## src/shared/hdasi_pkg.sv

```systemverilog
// Notes on behaviour
// - One byte per bus word, no packing
// - Transmitter sends start, data, parity, stop bits
// - Transmitter generates odd or even parity
// - Byte moving into transmitter sets buffer full
// - Finished transmit character sets buffer empty
// - Receive echo copies line input to output
// - Parity mismatch sets overrun/parity error flag
// - Receiver strips framing, presents data bits only
// - Zero data without stop bit flags break
// - Received byte stored, full/count/valid set
// - Data read sets empty, clears count
// - Unread byte overwritten sets overrun flag
// - Full, empty, break, overrun or modem status raises flag; interrupt only while control is set
// - DMA mode masks full and empty flags
// - Input with control clear returns status
// - Host configures format before any transfer
// - Mode switch keeps format; baud reloads from the mode word
// - Host drives three modem control outputs
// - Enabled modem input mismatch raises flag
// - Bit 15 resets first, then loads a configuration word; a transmit data byte in the same word is dropped
// - Baud code zero uses external x16 clock
// - DMA request when ready, unless flag pending
package hdasi_pkg;

  // 20 MHz system clock
  localparam int unsigned CLK_HZ     = 32'h0131_2D00;
  localparam int unsigned OVERSAMPLE = 32'h0000_0010;
  // Rates in tenths of a baud; entry 0 is the external clock
  localparam int unsigned BAUD_X10 [16] = '{
    1, 500, 750, 1100, 1345, 1500, 3000, 6000,
    9000, 12000, 18000, 24000, 36000, 48000, 72000, 96000};

  localparam int MR_BIT   = 15;
  localparam int TYPE_LSB = 12;
  localparam logic [2:0] WT_TXD = 3'h0;
  localparam logic [2:0] WT_ENA = 3'h1;
  localparam logic [2:0] WT_REF = 3'h2;
  localparam logic [2:0] WT_FRM = 3'h3;
  localparam logic [2:0] WT_ICT = 3'h4;
  localparam logic [2:0] WT_ISR = 3'h5;

  localparam int ST_DEV   = 15;
  localparam int ST_VALID = 14;
  localparam int ST_FULL  = 8;
  localparam int ST_EMPTY = 7;
  localparam int ST_BRK   = 6;
  localparam int ST_OVR   = 5;
  localparam int RD_VALID = 15;
  localparam int RD_COUNT = 8;
  localparam int CLR_FULL  = 3;
  localparam int CLR_EMPTY = 2;
  localparam int CLR_BRK   = 1;
  localparam int CLR_OVR   = 0;

  localparam logic [4:0] HALF_LAST = 5'h07;
  localparam logic [4:0] BIT_LAST  = 5'h0F;
  localparam logic [4:0] S15_LAST  = 5'h17;
  localparam logic [4:0] S2_LAST   = 5'h1F;
  localparam logic [3:0] MIN_BITS  = 4'h5;

  typedef struct packed {
    logic       stop2;
    logic       echo;
    logic       par_on;
    logic       par_even;
    logic [1:0] size;
  } hdasi_frame_s;

  typedef struct packed {
    logic       xmit;
    logic       ca;
    logic       cd;
    logic       sec;
    logic       dma;
    logic [3:0] baud;
  } hdasi_ictl_s;

  typedef enum logic [2:0] {
    TX_IDLE = 3'b001,
    TX_BIT  = 3'b010,
    TX_STOP = 3'b100
  } hdasi_tx_e;

  typedef enum logic [3:0] {
    RX_IDLE  = 4'b0001,
    RX_START = 4'b0010,
    RX_BIT   = 4'b0100,
    RX_STOP  = 4'b1000
  } hdasi_rx_e;

endpackage

```

## src/core/hdasi_core.sv

```systemverilog
`timescale 1ns/100ps
module hdasi_core #(
  parameter int WIDTH = 8,
  parameter int DEPTH = 2
) (
  input  wire logic        sys_clk,
  input  wire logic        rst_n,
  input  wire logic        out_strobe,
  input  wire logic [15:0] out_word,
  output logic             out_ready,
  input  wire logic        in_strobe,
  output logic [15:0]      in_word,
  output logic             in_valid,
  input  wire logic        ctl_set,
  input  wire logic        ctl_clear,
  output logic             flag,
  output logic             irq,
  output logic             service_request,
  input  wire logic        rxd,
  output logic             txd,
  input  wire logic        ext_clk_x16,
  input  wire logic [4:0]  modem_in,
  output logic             rts,
  output logic             dtr,
  output logic             sec_out,
  output logic             diag_out
);
  localparam int PW = (DEPTH > 1) ? $clog2(DEPTH) : 1;
  localparam int CW = $clog2(DEPTH + 1);

  logic [2:0] wtype;
  logic       mr, wr_txd, wr_ena, wr_ref, wr_frm, wr_ict, wr_isr;
  assign wtype  = out_word[hdasi_pkg::TYPE_LSB +: 3];
  assign mr     = out_strobe & out_word[hdasi_pkg::MR_BIT];
  assign wr_txd = out_strobe & (wtype == hdasi_pkg::WT_TXD);
  assign wr_ena = out_strobe & (wtype == hdasi_pkg::WT_ENA);
  assign wr_ref = out_strobe & (wtype == hdasi_pkg::WT_REF);
  assign wr_frm = out_strobe & (wtype == hdasi_pkg::WT_FRM);
  assign wr_ict = out_strobe & (wtype == hdasi_pkg::WT_ICT);
  assign wr_isr = out_strobe & (wtype == hdasi_pkg::WT_ISR);

  // Configuration: reset by master reset, then loaded from the same word
  logic [4:0] mask_q, mask_d, ref_q, ref_d;
  logic       diag_q, diag_d, ctl_q, ctl_d;
  hdasi_pkg::hdasi_frame_s frame_q, frame_d;
  hdasi_pkg::hdasi_ictl_s  ictl_q, ictl_d;
  assign mask_d  = wr_ena ? out_word[4:0] : (mr ? '0 : mask_q);
  assign ref_d   = wr_ref ? out_word[4:0] : (mr ? '0 : ref_q);
  assign diag_d  = wr_ref ? out_word[5] : (mr ? 1'b0 : diag_q);
  assign frame_d = wr_frm ? out_word[5:0] : (mr ? '0 : frame_q);
  assign ictl_d  = wr_ict ? out_word[8:0] : (mr ? '0 : ictl_q);
  assign ctl_d   = ctl_set | (ctl_q & ~ctl_clear & ~mr);

  always_ff @(posedge sys_clk or negedge rst_n)
  begin
    if (!rst_n)
    begin
      mask_q  <= '0;
      ref_q   <= '0;
      diag_q  <= 1'b0;
      frame_q <= '0;
      ictl_q  <= '0;
      ctl_q   <= 1'b0;
    end
    else
    begin
      mask_q  <= mask_d;
      ref_q   <= ref_d;
      diag_q  <= diag_d;
      frame_q <= frame_d;
      ictl_q  <= ictl_d;
      ctl_q   <= ctl_d;
    end
  end

  assign rts      = ictl_q.ca;
  assign dtr      = ictl_q.cd;
  assign sec_out  = ictl_q.sec;
  assign diag_out = diag_q;

  // Oversampling tick, x16 the bit rate
  logic [15:0] div_tab [16];
  logic [15:0] div_q, div_d;
  logic        ext_q, ext_rise, tick;
  for (genvar g = 0; g < 16; g++)
  begin : g_div
    assign div_tab[g] = 16'(hdasi_pkg::CLK_HZ * 10 /
                       (hdasi_pkg::OVERSAMPLE * hdasi_pkg::BAUD_X10[g]));
  end
  assign ext_rise = ext_clk_x16 & ~ext_q;
  assign tick  = (ictl_q.baud == '0) ? ext_rise : (div_q == '0);
  assign div_d = (div_q == '0) ? div_tab[ictl_q.baud] - 16'h0001
                               : div_q - 16'h0001;

  always_ff @(posedge sys_clk or negedge rst_n)
  begin
    if (!rst_n)
    begin
      div_q <= '0;
      ext_q <= 1'b0;
    end
    else
    begin
      div_q <= div_d;
      ext_q <= ext_clk_x16;
    end
  end

  // Frame geometry
  logic [3:0] nd, nb;
  logic [7:0] dmask;
  logic [4:0] stop_last;
  assign nd    = 4'(frame_q.size) + hdasi_pkg::MIN_BITS;
  assign nb    = nd + 4'(frame_q.par_on);
  assign dmask = 8'hFF >> (4'h8 - nd);
  assign stop_last = !frame_q.stop2 ? hdasi_pkg::BIT_LAST :
                     (frame_q.size == '0) ? hdasi_pkg::S15_LAST
                                          : hdasi_pkg::S2_LAST;

  // Two-entry transmit buffer; host is stalled by out_ready when full
  logic [WIDTH-1:0] mem_q [DEPTH];
  logic [PW-1:0]    wp_q, rp_q;
  logic [CW-1:0]    cnt_q, cnt_d;
  logic             push, tx_pop, buf_full;
  assign buf_full = (cnt_q == CW'(DEPTH));
  // Words 0 in receive mode are dropped: half duplex
  assign push  = wr_txd & ictl_q.xmit & ~mr & ~buf_full;
  assign cnt_d = mr ? '0 : cnt_q + CW'(push) - CW'(tx_pop);

  always_ff @(posedge sys_clk)
  begin
    if (push)
      mem_q[wp_q] <= out_word[WIDTH-1:0];
  end

  always_ff @(posedge sys_clk or negedge rst_n)
  begin
    if (!rst_n)
    begin
      wp_q      <= '0;
      rp_q      <= '0;
      cnt_q     <= '0;
      out_ready <= 1'b1;
    end
    else
    begin
      wp_q      <= mr ? '0 : (push ? PW'((wp_q + 1) % DEPTH) : wp_q);
      rp_q      <= mr ? '0 : (tx_pop ? PW'((rp_q + 1) % DEPTH) : rp_q);
      cnt_q     <= cnt_d;
      out_ready <= (cnt_d != CW'(DEPTH));
    end
  end

  // Transmitter
  hdasi_pkg::hdasi_tx_e tx_st_q, tx_st_d;
  logic [9:0] tx_sh_q, tx_sh_d, tx_frame;
  logic [3:0] tx_left_q, tx_left_d;
  logic [4:0] tx_sub_q, tx_sub_d;
  logic [7:0] tx_dat;
  logic       tx_par, tx_done, tx_line;
  assign tx_dat   = mem_q[rp_q] & dmask;
  assign tx_par   = ^tx_dat ^ ~frame_q.par_even;
  assign tx_frame = (10'(tx_dat) | (10'(tx_par & frame_q.par_on) << nd))
                    << 1;
  assign tx_line  = (tx_st_q != hdasi_pkg::TX_BIT) | tx_sh_q[0];

  always_comb
  begin
    tx_st_d   = tx_st_q;
    tx_sh_d   = tx_sh_q;
    tx_left_d = tx_left_q;
    tx_sub_d  = tx_sub_q;
    tx_pop    = 1'b0;
    tx_done   = 1'b0;
    unique case (tx_st_q)
      hdasi_pkg::TX_IDLE:
        if (ictl_q.xmit && cnt_q != '0 && !mr)
        begin
          tx_pop    = 1'b1;
          tx_sh_d   = tx_frame;
          tx_left_d = nb + 4'h1;
          tx_sub_d  = '0;
          tx_st_d   = hdasi_pkg::TX_BIT;
        end
      hdasi_pkg::TX_BIT:
        if (tick)
        begin
          tx_sub_d = tx_sub_q + 5'h01;
          if (tx_sub_q == hdasi_pkg::BIT_LAST)
          begin
            tx_sub_d  = '0;
            tx_sh_d   = {1'b1, tx_sh_q[9:1]};
            tx_left_d = tx_left_q - 4'h1;
            if (tx_left_q == 4'h1)
              tx_st_d = hdasi_pkg::TX_STOP;
          end
        end
      hdasi_pkg::TX_STOP:
        if (tick)
        begin
          tx_sub_d = tx_sub_q + 5'h01;
          if (tx_sub_q == stop_last)
          begin
            tx_done = 1'b1;
            tx_st_d = hdasi_pkg::TX_IDLE;
          end
        end
    endcase
    if (mr)
      tx_st_d = hdasi_pkg::TX_IDLE;
  end

  // Receiver, idle while transmitting
  hdasi_pkg::hdasi_rx_e rx_st_q, rx_st_d;
  logic [8:0] rx_sh_q, rx_sh_d, rx_bits;
  logic [3:0] rx_left_q, rx_left_d;
  logic [4:0] rx_sub_q, rx_sub_d;
  logic [7:0] rx_dat;
  logic       rx_done, par_err, break_flag;
  assign rx_bits = rx_sh_q >> (4'h9 - nb);
  assign rx_dat  = rx_bits[7:0] & dmask;
  assign par_err = frame_q.par_on &
                   (^rx_dat ^ ~frame_q.par_even ^ rx_bits[nd]);
  assign break_flag     = (rx_dat == '0) & ~rxd;

  always_comb
  begin
    rx_st_d   = rx_st_q;
    rx_sh_d   = rx_sh_q;
    rx_left_d = rx_left_q;
    rx_sub_d  = rx_sub_q;
    rx_done   = 1'b0;
    unique case (rx_st_q)
      hdasi_pkg::RX_IDLE:
        if (tick && !rxd)
        begin
          rx_sub_d = '0;
          rx_st_d  = hdasi_pkg::RX_START;
        end
      hdasi_pkg::RX_START:
        if (tick)
        begin
          rx_sub_d = rx_sub_q + 5'h01;
          if (rx_sub_q == hdasi_pkg::HALF_LAST)
          begin
            rx_sub_d  = '0;
            rx_left_d = nb;
            rx_st_d   = rxd ? hdasi_pkg::RX_IDLE : hdasi_pkg::RX_BIT;
          end
        end
      hdasi_pkg::RX_BIT:
        if (tick)
        begin
          rx_sub_d = rx_sub_q + 5'h01;
          if (rx_sub_q == hdasi_pkg::BIT_LAST)
          begin
            rx_sub_d  = '0;
            rx_sh_d   = {rxd, rx_sh_q[8:1]};
            rx_left_d = rx_left_q - 4'h1;
            if (rx_left_q == 4'h1)
              rx_st_d = hdasi_pkg::RX_STOP;
          end
        end
      hdasi_pkg::RX_STOP:
        if (tick)
        begin
          rx_sub_d = rx_sub_q + 5'h01;
          if (rx_sub_q == hdasi_pkg::BIT_LAST)
          begin
            rx_done = 1'b1;
            rx_st_d = hdasi_pkg::RX_IDLE;
          end
        end
    endcase
    if (mr || ictl_q.xmit)
    begin
      rx_st_d = hdasi_pkg::RX_IDLE;
      rx_done = 1'b0;
    end
  end

  always_ff @(posedge sys_clk or negedge rst_n)
  begin
    if (!rst_n)
    begin
      tx_st_q   <= hdasi_pkg::TX_IDLE;
      tx_sh_q   <= '1;
      tx_left_q <= '0;
      tx_sub_q  <= '0;
      rx_st_q   <= hdasi_pkg::RX_IDLE;
      rx_sh_q   <= '0;
      rx_left_q <= '0;
      rx_sub_q  <= '0;
      txd       <= 1'b1;
    end
    else
    begin
      tx_st_q   <= tx_st_d;
      tx_sh_q   <= tx_sh_d;
      tx_left_q <= tx_left_d;
      tx_sub_q  <= tx_sub_d;
      rx_st_q   <= rx_st_d;
      rx_sh_q   <= rx_sh_d;
      rx_left_q <= rx_left_d;
      rx_sub_q  <= rx_sub_d;
      txd <= (!ictl_q.xmit && frame_q.echo) ? rxd : tx_line;
    end
  end

  // Sticky status except dev_q, which follows modem_in; an event in the clearing cycle wins
  logic       full_q, empty_q, brk_q, ovr_q, cnt_bit_q, valid_q, dev_q;
  logic       rd_data, rd_status, flag_d;
  logic [7:0] rbuf_q;
  logic [15:0] stat_w, rdat_w;
  assign rd_data   = in_strobe & ctl_q;
  assign rd_status = in_strobe & ~ctl_q;
  assign stat_w = {dev_q, valid_q, 5'h00, full_q, empty_q, brk_q, ovr_q,
                   modem_in};
  assign rdat_w = {valid_q, 6'h00, cnt_bit_q, rbuf_q};
  assign flag_d = dev_q | brk_q | ovr_q |
                  (~ictl_q.dma & (full_q | empty_q));

  always_ff @(posedge sys_clk or negedge rst_n)
  begin
    if (!rst_n)
    begin
      full_q    <= 1'b0;
      empty_q   <= 1'b0;
      brk_q     <= 1'b0;
      ovr_q     <= 1'b0;
      cnt_bit_q <= 1'b0;
      valid_q   <= 1'b0;
      rbuf_q    <= '0;
      dev_q     <= 1'b0;
      flag      <= 1'b0;
      irq       <= 1'b0;
      service_request <= 1'b0;
      in_word   <= '0;
      in_valid  <= 1'b0;
    end
    else
    begin
      full_q  <= tx_pop | rx_done | (full_q & ~mr &
                 ~(wr_isr & out_word[hdasi_pkg::CLR_FULL]));
      empty_q <= tx_done | rd_data | (empty_q & ~mr &
                 ~(wr_isr & out_word[hdasi_pkg::CLR_EMPTY]));
      brk_q   <= (rx_done & break_flag) | (brk_q & ~mr &
                 ~(wr_isr & out_word[hdasi_pkg::CLR_BRK]));
      ovr_q   <= (rx_done & (par_err | (cnt_bit_q & ~rd_data))) |
                 (ovr_q & ~mr &
                 ~(wr_isr & out_word[hdasi_pkg::CLR_OVR]));
      cnt_bit_q <= rx_done | (cnt_bit_q & ~rd_data & ~mr);
      valid_q   <= rx_done | (valid_q & ~mr);
      if (rx_done)
        rbuf_q <= rx_dat;
      dev_q    <= |(mask_q & (modem_in ^ ref_q));
      flag     <= flag_d;
      irq      <= flag_d & ctl_q;
      service_request <= ictl_q.dma & ~flag_d &
                         (ictl_q.xmit ? ~buf_full : cnt_bit_q);
      if (in_strobe)
        in_word <= ctl_q ? rdat_w : stat_w;
      in_valid <= in_strobe;
    end
  end
endmodule

```

## config.mk

```make
export PLATFORM = sky130hd
export DESIGN_NAME = hdasi_core
export DESIGN_NICKNAME = d
export VERILOG_FILES = /design/src/shared/hdasi_pkg.sv /design/src/core/hdasi_core.sv
export SDC_FILE = /design/constraint.sdc
export NUM_CORES = 1
export LEC_CHECK = 0
export BUFFER_PORTS_ARGS = -buffer_cell sky130_fd_sc_hd__buf_2
export CAP_MARGIN = 20
export CORE_MARGIN = 5
export CORE_UTILIZATION = 60
export CTS_CLUSTER_SIZE = 10
export DETAILED_ROUTE_END_ITERATION = 7
export PLACE_DENSITY = 0.79
export SLEW_MARGIN = 10
export SYNTH_ARGS = -nofsm -noshare
export SYNTH_HDL_FRONTEND = slang
export SYNTH_SLANG_ARGS = --single-unit
export TNS_END_PERCENT = 10
```

## constraint.sdc

```tcl
create_clock -name sys_clk -period 5.75 [get_ports sys_clk]
set_clock_uncertainty 0.15 [all_clocks]
set_input_delay 0.2875 -clock sys_clk [delete_from_list [all_inputs] [get_ports sys_clk]]
set_output_delay 0.2875 -clock sys_clk [all_outputs]
set_load 0.02 [all_outputs]
```

* Word-level counts from Yosys, hierarchy flattened
Memories as Yosys holds them, arrays and structs flattened.
Cells that the tools add are included.
** Operators by class
- $lt $le $gt $ge :: 2
- Eq/ne operators :: 45
- Multiplexer cells :: 80
- Bitwise operators :: 75
- $add $sub $neg :: 15
- Shift-type cells :: 3
- Reductions and logical operators :: 32
** Operator list (number)
- $mux W5 :: 14
- $mux W4 :: 17
- $mux W16 :: 4
- $ne A3 B3 Y1 const B :: 14
- $and A1 B1 Y1 :: 38
- $sub A16 B1 Y16 const B :: 2
- $mux W10 :: 3
- $mux W3 :: 8
- $ne A2 B2 Y1 const B :: 11
- $mux W1 :: 21
- $pmux W10 S2 :: 1
- $pmux W5 S4 :: 1
- $mux W9 :: 2
- $reduce_bool A2 Y1 :: 9
- $and A8 B8 Y8 :: 2
- $logic_not A16 Y1 :: 1
- $pmux W4 S2 :: 2
- $pmux W4 S4 :: 1
- $reduce_xor A8 Y1 :: 2
- $or A1 B1 Y1 :: 15
- $pmux W5 S3 :: 1
- $not A1 Y1 :: 13
- $eq A4 B1 Y1 const B :: 3
- $mux W6 :: 2
- 46 further kinds :: 65
** Word-level totals
- Input bits :: 29
- Memories :: 2
- Bits in read-only memories :: 256
- Output and inout bits :: 26
- Bits in writable memories :: 16
- Bits in registers :: 129
** Memories
- (name not given) :: words 16, width 16, read ports 1, clocked after Yosys merged registers in 0, write ports 0, line hdasi_core.sv:92 : assign div_d = (div_q == '0) ? div_tab[ictl_q.baud] - 16'h0001
- mem_q :: words 2, width 8, read ports 1, clocked after Yosys merged registers in 0, write ports 1, line hdasi_core.sv:121 : logic [WIDTH-1:0] mem_q [DEPTH];

* Longest topological paths before layout
- Depth after elaboration :: 12
- Depth in mapped cells :: 19

* Worst setup path after synthesis
No wires, ideal clock.
- Path kind :: flip-flop to flip-flop
- Start point :: register frame_q[0] in the netlist's numbering
- End point :: register ovr_q
- Arrival :: 4.002 ns
- Slack :: 1.456 ns
- Stages on the path, launching flop included :: 19
- Buffers on the path :: 3
- Required time :: 5.458 ns
- Period minus slack after synthesis :: 4.294 ns
- Cell sequence :: dfrtp_1 -> clkbuf_1 -> inv_1 -> ha_1 -> inv_1 -> fa_1 -> clkbuf_1 -> inv_1 -> clkbuf_1 -> ha_1 -> nor4b_1 -> a21oi_1 -> or2_2 -> ha_1 -> xnor2_1 -> xnor2_1 -> xnor2_1 -> xnor2_1 -> o221ai_1
** Between the ends
- Longest elaborated chain between the ends :: 12
- Elaborated cells between the ends (all ways) :: 16
- Classes of those cells :: 4 x add/sub; 2 x shift; 2 x mux; 7 x bitwise; 1 x reduce/logical
** Ends and longest elaborated chain
- from (decl) :: line hdasi_core.sv:45 : hdasi_pkg::hdasi_frame_s frame_q, frame_d;
- from (signal assigned) :: line hdasi_core.sv:70 : frame_q <= frame_d;
- $add A2 B3 Y4 (*) :: line hdasi_core.sv:113 : assign nd = 4'(frame_q.size) + hdasi_pkg::MIN_BITS;
- branches (longest 6 deep; another with $add A4 B1 Y4)
- $xor A1 B1 Y1 (*) :: line hdasi_core.sv:223 : (^rx_dat ^ ~frame_q.par_even ^ rx_bits[nd]);
- $and A1 B1 Y1 (*) :: line hdasi_core.sv:222 : assign par_err = frame_q.par_on &
- $or A1 B1 Y1 (*) :: line hdasi_core.sv:349 : ovr_q <= (rx_done & (par_err | (cnt_bit_q & ~rd_data))) |
- $and A1 B1 Y1 (*) :: line hdasi_core.sv:349
- $or A1 B1 Y1 (*) :: line hdasi_core.sv:349
- to (signal assigned) :: line hdasi_core.sv:349
- to (decl) :: line hdasi_core.sv:311 : logic full_q, empty_q, brk_q, ovr_q, cnt_bit_q, valid_q, dev_q;
Mark *: on every way between the ends. The select of a mux whose other input is x is not followed.
A chain may end at the register's enable or synchronous reset.

* Worst setup path in the final report
Ends and elaborated chain as after synthesis.

==> summary.md <==
| Metric | Value |
|---|---|
| Status | completed |
| Port Buffers | 46 |
| Shortest clock period the worst path allows after layout | 4.87 ns |
| Clock network fraction of design power | 0.337 |
| RSZ-0062 raised after global routing | no |
| Placed instance area | 8140 µm² |
| Post-Syn Area | 7850 µm² |
| Sequential fraction of the synthesis area | 0.459 |
| TritonCTS clock tree | yes |
| Clk sink count | 140 |
| Remaining global-route overflow | 0 |
| Path category of the worst min-delay check | in -> reg |
| Top cell by count, worst path | xnor2_1 |
| Global-route wire length before repair | 31,100 µm |
| Overall fraction of global-route tracks in use | 0.246 |
| Maximum clock path buffer count | 2 |
| Number of unique standard cell types used by synthesis | 78 |
| Die ar. | 15,500 µm² |
| Number of standard-cell rows in the floorplan | 41 |
| Ports placed on the boundary | 55 |
| Proportion of layout cells with a drive suffix above 1 | 0.150 |
| Fill cell total of the finished layout | 970 |
| Summed area of non-filler cells in the final layout | 8810 µm² |
| Drt via density | 6.12 |
| Dominant register cell in the synthesized netlist | dfrtp_1 |
| Final Cycle Share | 0.847 |
| Mean area per synthesized cell | 9.36 µm² |
| Max-cap violations | 0 |
| Antenna Diode Count | 0 |
| Maximum single-stage delay on the critical path | 0.74 ns |
| Maximum number of pins on one net before global-route repair | 77 |
| Average detailed-routed wire length per instance | 17.9 µm |
| Number of cells produced by synthesis | 838 |
| Setup Slack @ Placement | 0.988 ns |
| Die Span X | 124 µm |
| Type of the worst setup path | reg -> reg |
| Clock H-tree levels | 4 |
| Part of the power in combinational logic | 0.265 |
| Post-Route Hold Slack | 0.0142 ns |
| Maximum frequency from static timing analysis | 0.205 GHz |
| Number of max-slew violations in the final report | 0 |
| Number of buffer and inverter instances along the worst setup path | 3 |
| Measured slew at the worst slew-check pin | 0.974 ns |
| Number of buffers inserted during clock tree synthesis | 17 |
| WP data arrival | 4.97 ns |
| Initial antenna violation count | 0 |
| Crit. End Element | flip-flop |
| Leak pwr | 0.00387 µW |
| Share of synthesized flip-flops with an asynchronous set or reset | 0.886 |
| Register bit total from synthesis | 140 |
| Kind of cell adding the most delay to the critical path | adder cells |
| Number of enable-type register cells in the synthesized netlist | 16 |
| Floorplan Core Area | 12,700 µm² |
| Die extent in y | 124 µm |
| Iter 0 DRT Violations | 562 |
| Cell-internal power | 2150 µW |
| Startpoint types | flip-flop |
| Min setup slack post-route | 0.881 ns |
| DP HPWL | 13,100 µm |
| Power density normalized to cell area | 371 nW/µm² |
| Final setup vio count | 0 |
| Critical Path RT | 5.86 ns |
| Area Overhead vs Synth | 12.3% |
| Critical-path cell with the highest stage delay | fa_1 |
| Post-Route Setup TNS | 0 ns |
| Largest driver fanout on the critical path | 12 |
| Net load switching power | 1130 µW |
| Number of gates resized after cts | 0 |
| Total number of vias | 6,488 |
| Switching share of power | 0.344 |
| Root buf cell | clkbuf_16 |
| Number of remaining DRC errors | 0 |
| Initial Util | 0.617 |
| Routed wire length | 18,900 µm |
| Remaining max-slew budget at the tightest pin | 0.350 |
| Register share of total power | 0.398 |
| Worst-Skew Late Latency | 0.43 ns |
| Vias in the first global route | 6,291 |
| Clk pin slew, worst setup/hold paths | 0.06 ns |
| TritonRoute pass-1 iters | 7 |
| Number of buffers inserted to repair setup after CTS | 0 |
| Placer congestion estimate | 0.953 |
| Yosys synthesis warning count | 0 |
| Layout net count | 932 |
| Final hold viol count | 0 |
| Routed Antenna Nets | 0 |
| Worst IR Drop VDD | 0.220 mV |
| Cell chain of the critical path | inv_1 -> ha_1 -> inv_1 -> fa_1 -> inv_1 -> ha_1 -> nor4b_1 -> a21oi_1 -> or2_2 -> ha_1 -> xnor2_1 -> xnor2_1 -> xnor2_1 -> xnor2_1 -> o221ai_1 |
[worst paths after layout]
kind | from | endpoint | slack (ns) | cells past startpoint
max | frame_q[0]$_DFFE_PN0P_ | ovr_q$_DFF_PN0_ | 0.88 | 15
min | out_word[4] | mem_q[0][4]$_DFFE_PP_ | 0.01 | 1
max reg2reg | frame_q[0]$_DFFE_PN0P_ | ovr_q$_DFF_PN0_ | 0.88 | 15
min reg2reg | tx_sh_q[1]$_DFFE_PN1P_ | tx_sh_q[0]$_DFFE_PN1P_ | 0.32 | 2
max in group asynchronous | rst_n | frame_q[1]$_DFFE_PN0P_ | 3.89 | 3
min in group asynchronous | rst_n | irq$_DFF_PN0_ | 0.37 | 2
[Yosys cell counts (all sizes together) (7+ instances only)]
master  count  share of area
nand2b     14          0.011
buf        13         0.0096
xnor2      20          0.022
nor2b       7         0.0056
nor3b       8         0.0083
inv        30          0.014
nand2     115          0.055
o21ai      67          0.043
xor2       14          0.016
ha         27          0.043
or3         8         0.0064
nand3      31          0.020
dfstp      14          0.047
a31oi      10         0.0080
nor3       18          0.011
a21oi      49          0.031
nor2       77          0.037
o22ai       9         0.0072
nor4        8          0.010
edfxtp     16          0.061
clkbuf     31          0.015
o31ai       8         0.0083
mux2       18          0.026
dfrtp     110           0.35
mux2i      28          0.036
[cell families after synthesis]
| kind of cell | count (synthesis) | share of synthesized area |
|---|---|---|
| mux | 46 | 0.0616 |
| buf+inv | 74 | 0.0388 |
| other cells | 1 | 0.000478 |
| compound gates | 192 | 0.152 |
| simple gates | 321 | 0.199 |
| fa+ha+maj | 28 | 0.0456 |
| flops | 140 | 0.459 |
| xor+xnor | 36 | 0.0437 |
[flip-flops by register name (all words and copies together) (netlist names), 5 cells and up]
| signal | cells |
|---|---|
| div_q | 16 |
| in_word | 11 |
| mem_q | 16 |
| rx_sub_q | 5 |
| rbuf_q | 8 |
| ictl_q | 6 |
| tx_sub_q | 5 |
| tx_sh_q | 10 |
| mask_q | 5 |
| frame_q | 6 |
| rx_sh_q | 9 |
| ref_q | 5 |
[metal layers]
| layer | vias up | routed length [µm] | global-route usage |
|---|---|---|---|
| met1 | 3177 | 8200 | 0.326 |
| li1 | 3033 | - | - |
| met5 | - | 0 | 0 |
| met4 | 0 | 449 | 0.101 |
| met2 | 236 | 9210 | 0.396 |
| met3 | 42 | 1080 | 0.0515 |
[area by class of cell]
class | count | area [µm²] | share of cell area
inverter | 30 | 113 | 0.0128
multi-input combinational | 628 | 3960 | 0.449
tap | 172 | 215 | 0.0244
clock buffer | 19 | 433 | 0.0491
sequential | 140 | 3600 | 0.409
timing repair buffer | 58 | 340 | 0.0386
clock inverter | 13 | 154 | 0.0175
[cell usage in the layout, fill, tap and decap left out, types with 14 or more instances in the layout]
cell type  netlist  layout
o21ai_0         65      65
nor2_1          77      77
mux2i_1         28      28
nand3_1         31      31
nor3_1          18      18
ha_1            27      27
edfxtp_1        16      16
nand2b_1        14      14
xnor2_1         20      20
dfrtp_1        110     110
buf_2            6      45
mux2_2          18      18
clkbuf_16        0      17
dfstp_2         14      14
xor2_1          14      14
a21oi_1         49      49
inv_1           30      30
nand2_1        115     115
[through the flow]
stage	power, µW	std cells	utilization
finish	3270	1060	0.693
global route	3450	1060	0.693
floorplan	1940	842	-
CTS	3270	1058	0.691
detailed placement	2160	1019	0.640
global placement	2110	1019	0.640
[power groups by stage]
stage | registers [µW] | logic (µW) | clock network (µW)
finish | 1300 | 866 | 1100
global route | 1320 | 968 | 1160
CTS | 1300 | 860 | 1110
detailed placement | 1310 | 846 | 0
global placement | 1300 | 807 | 0
floorplan | 1280 | 662 | 0
[timing repair]
action	in CTS	in global routing
endpoints found under the setup margin	0	0
hold buffers	7	0
endpoints found under the hold margin	73	0
(Power assumes the default switching activity.)
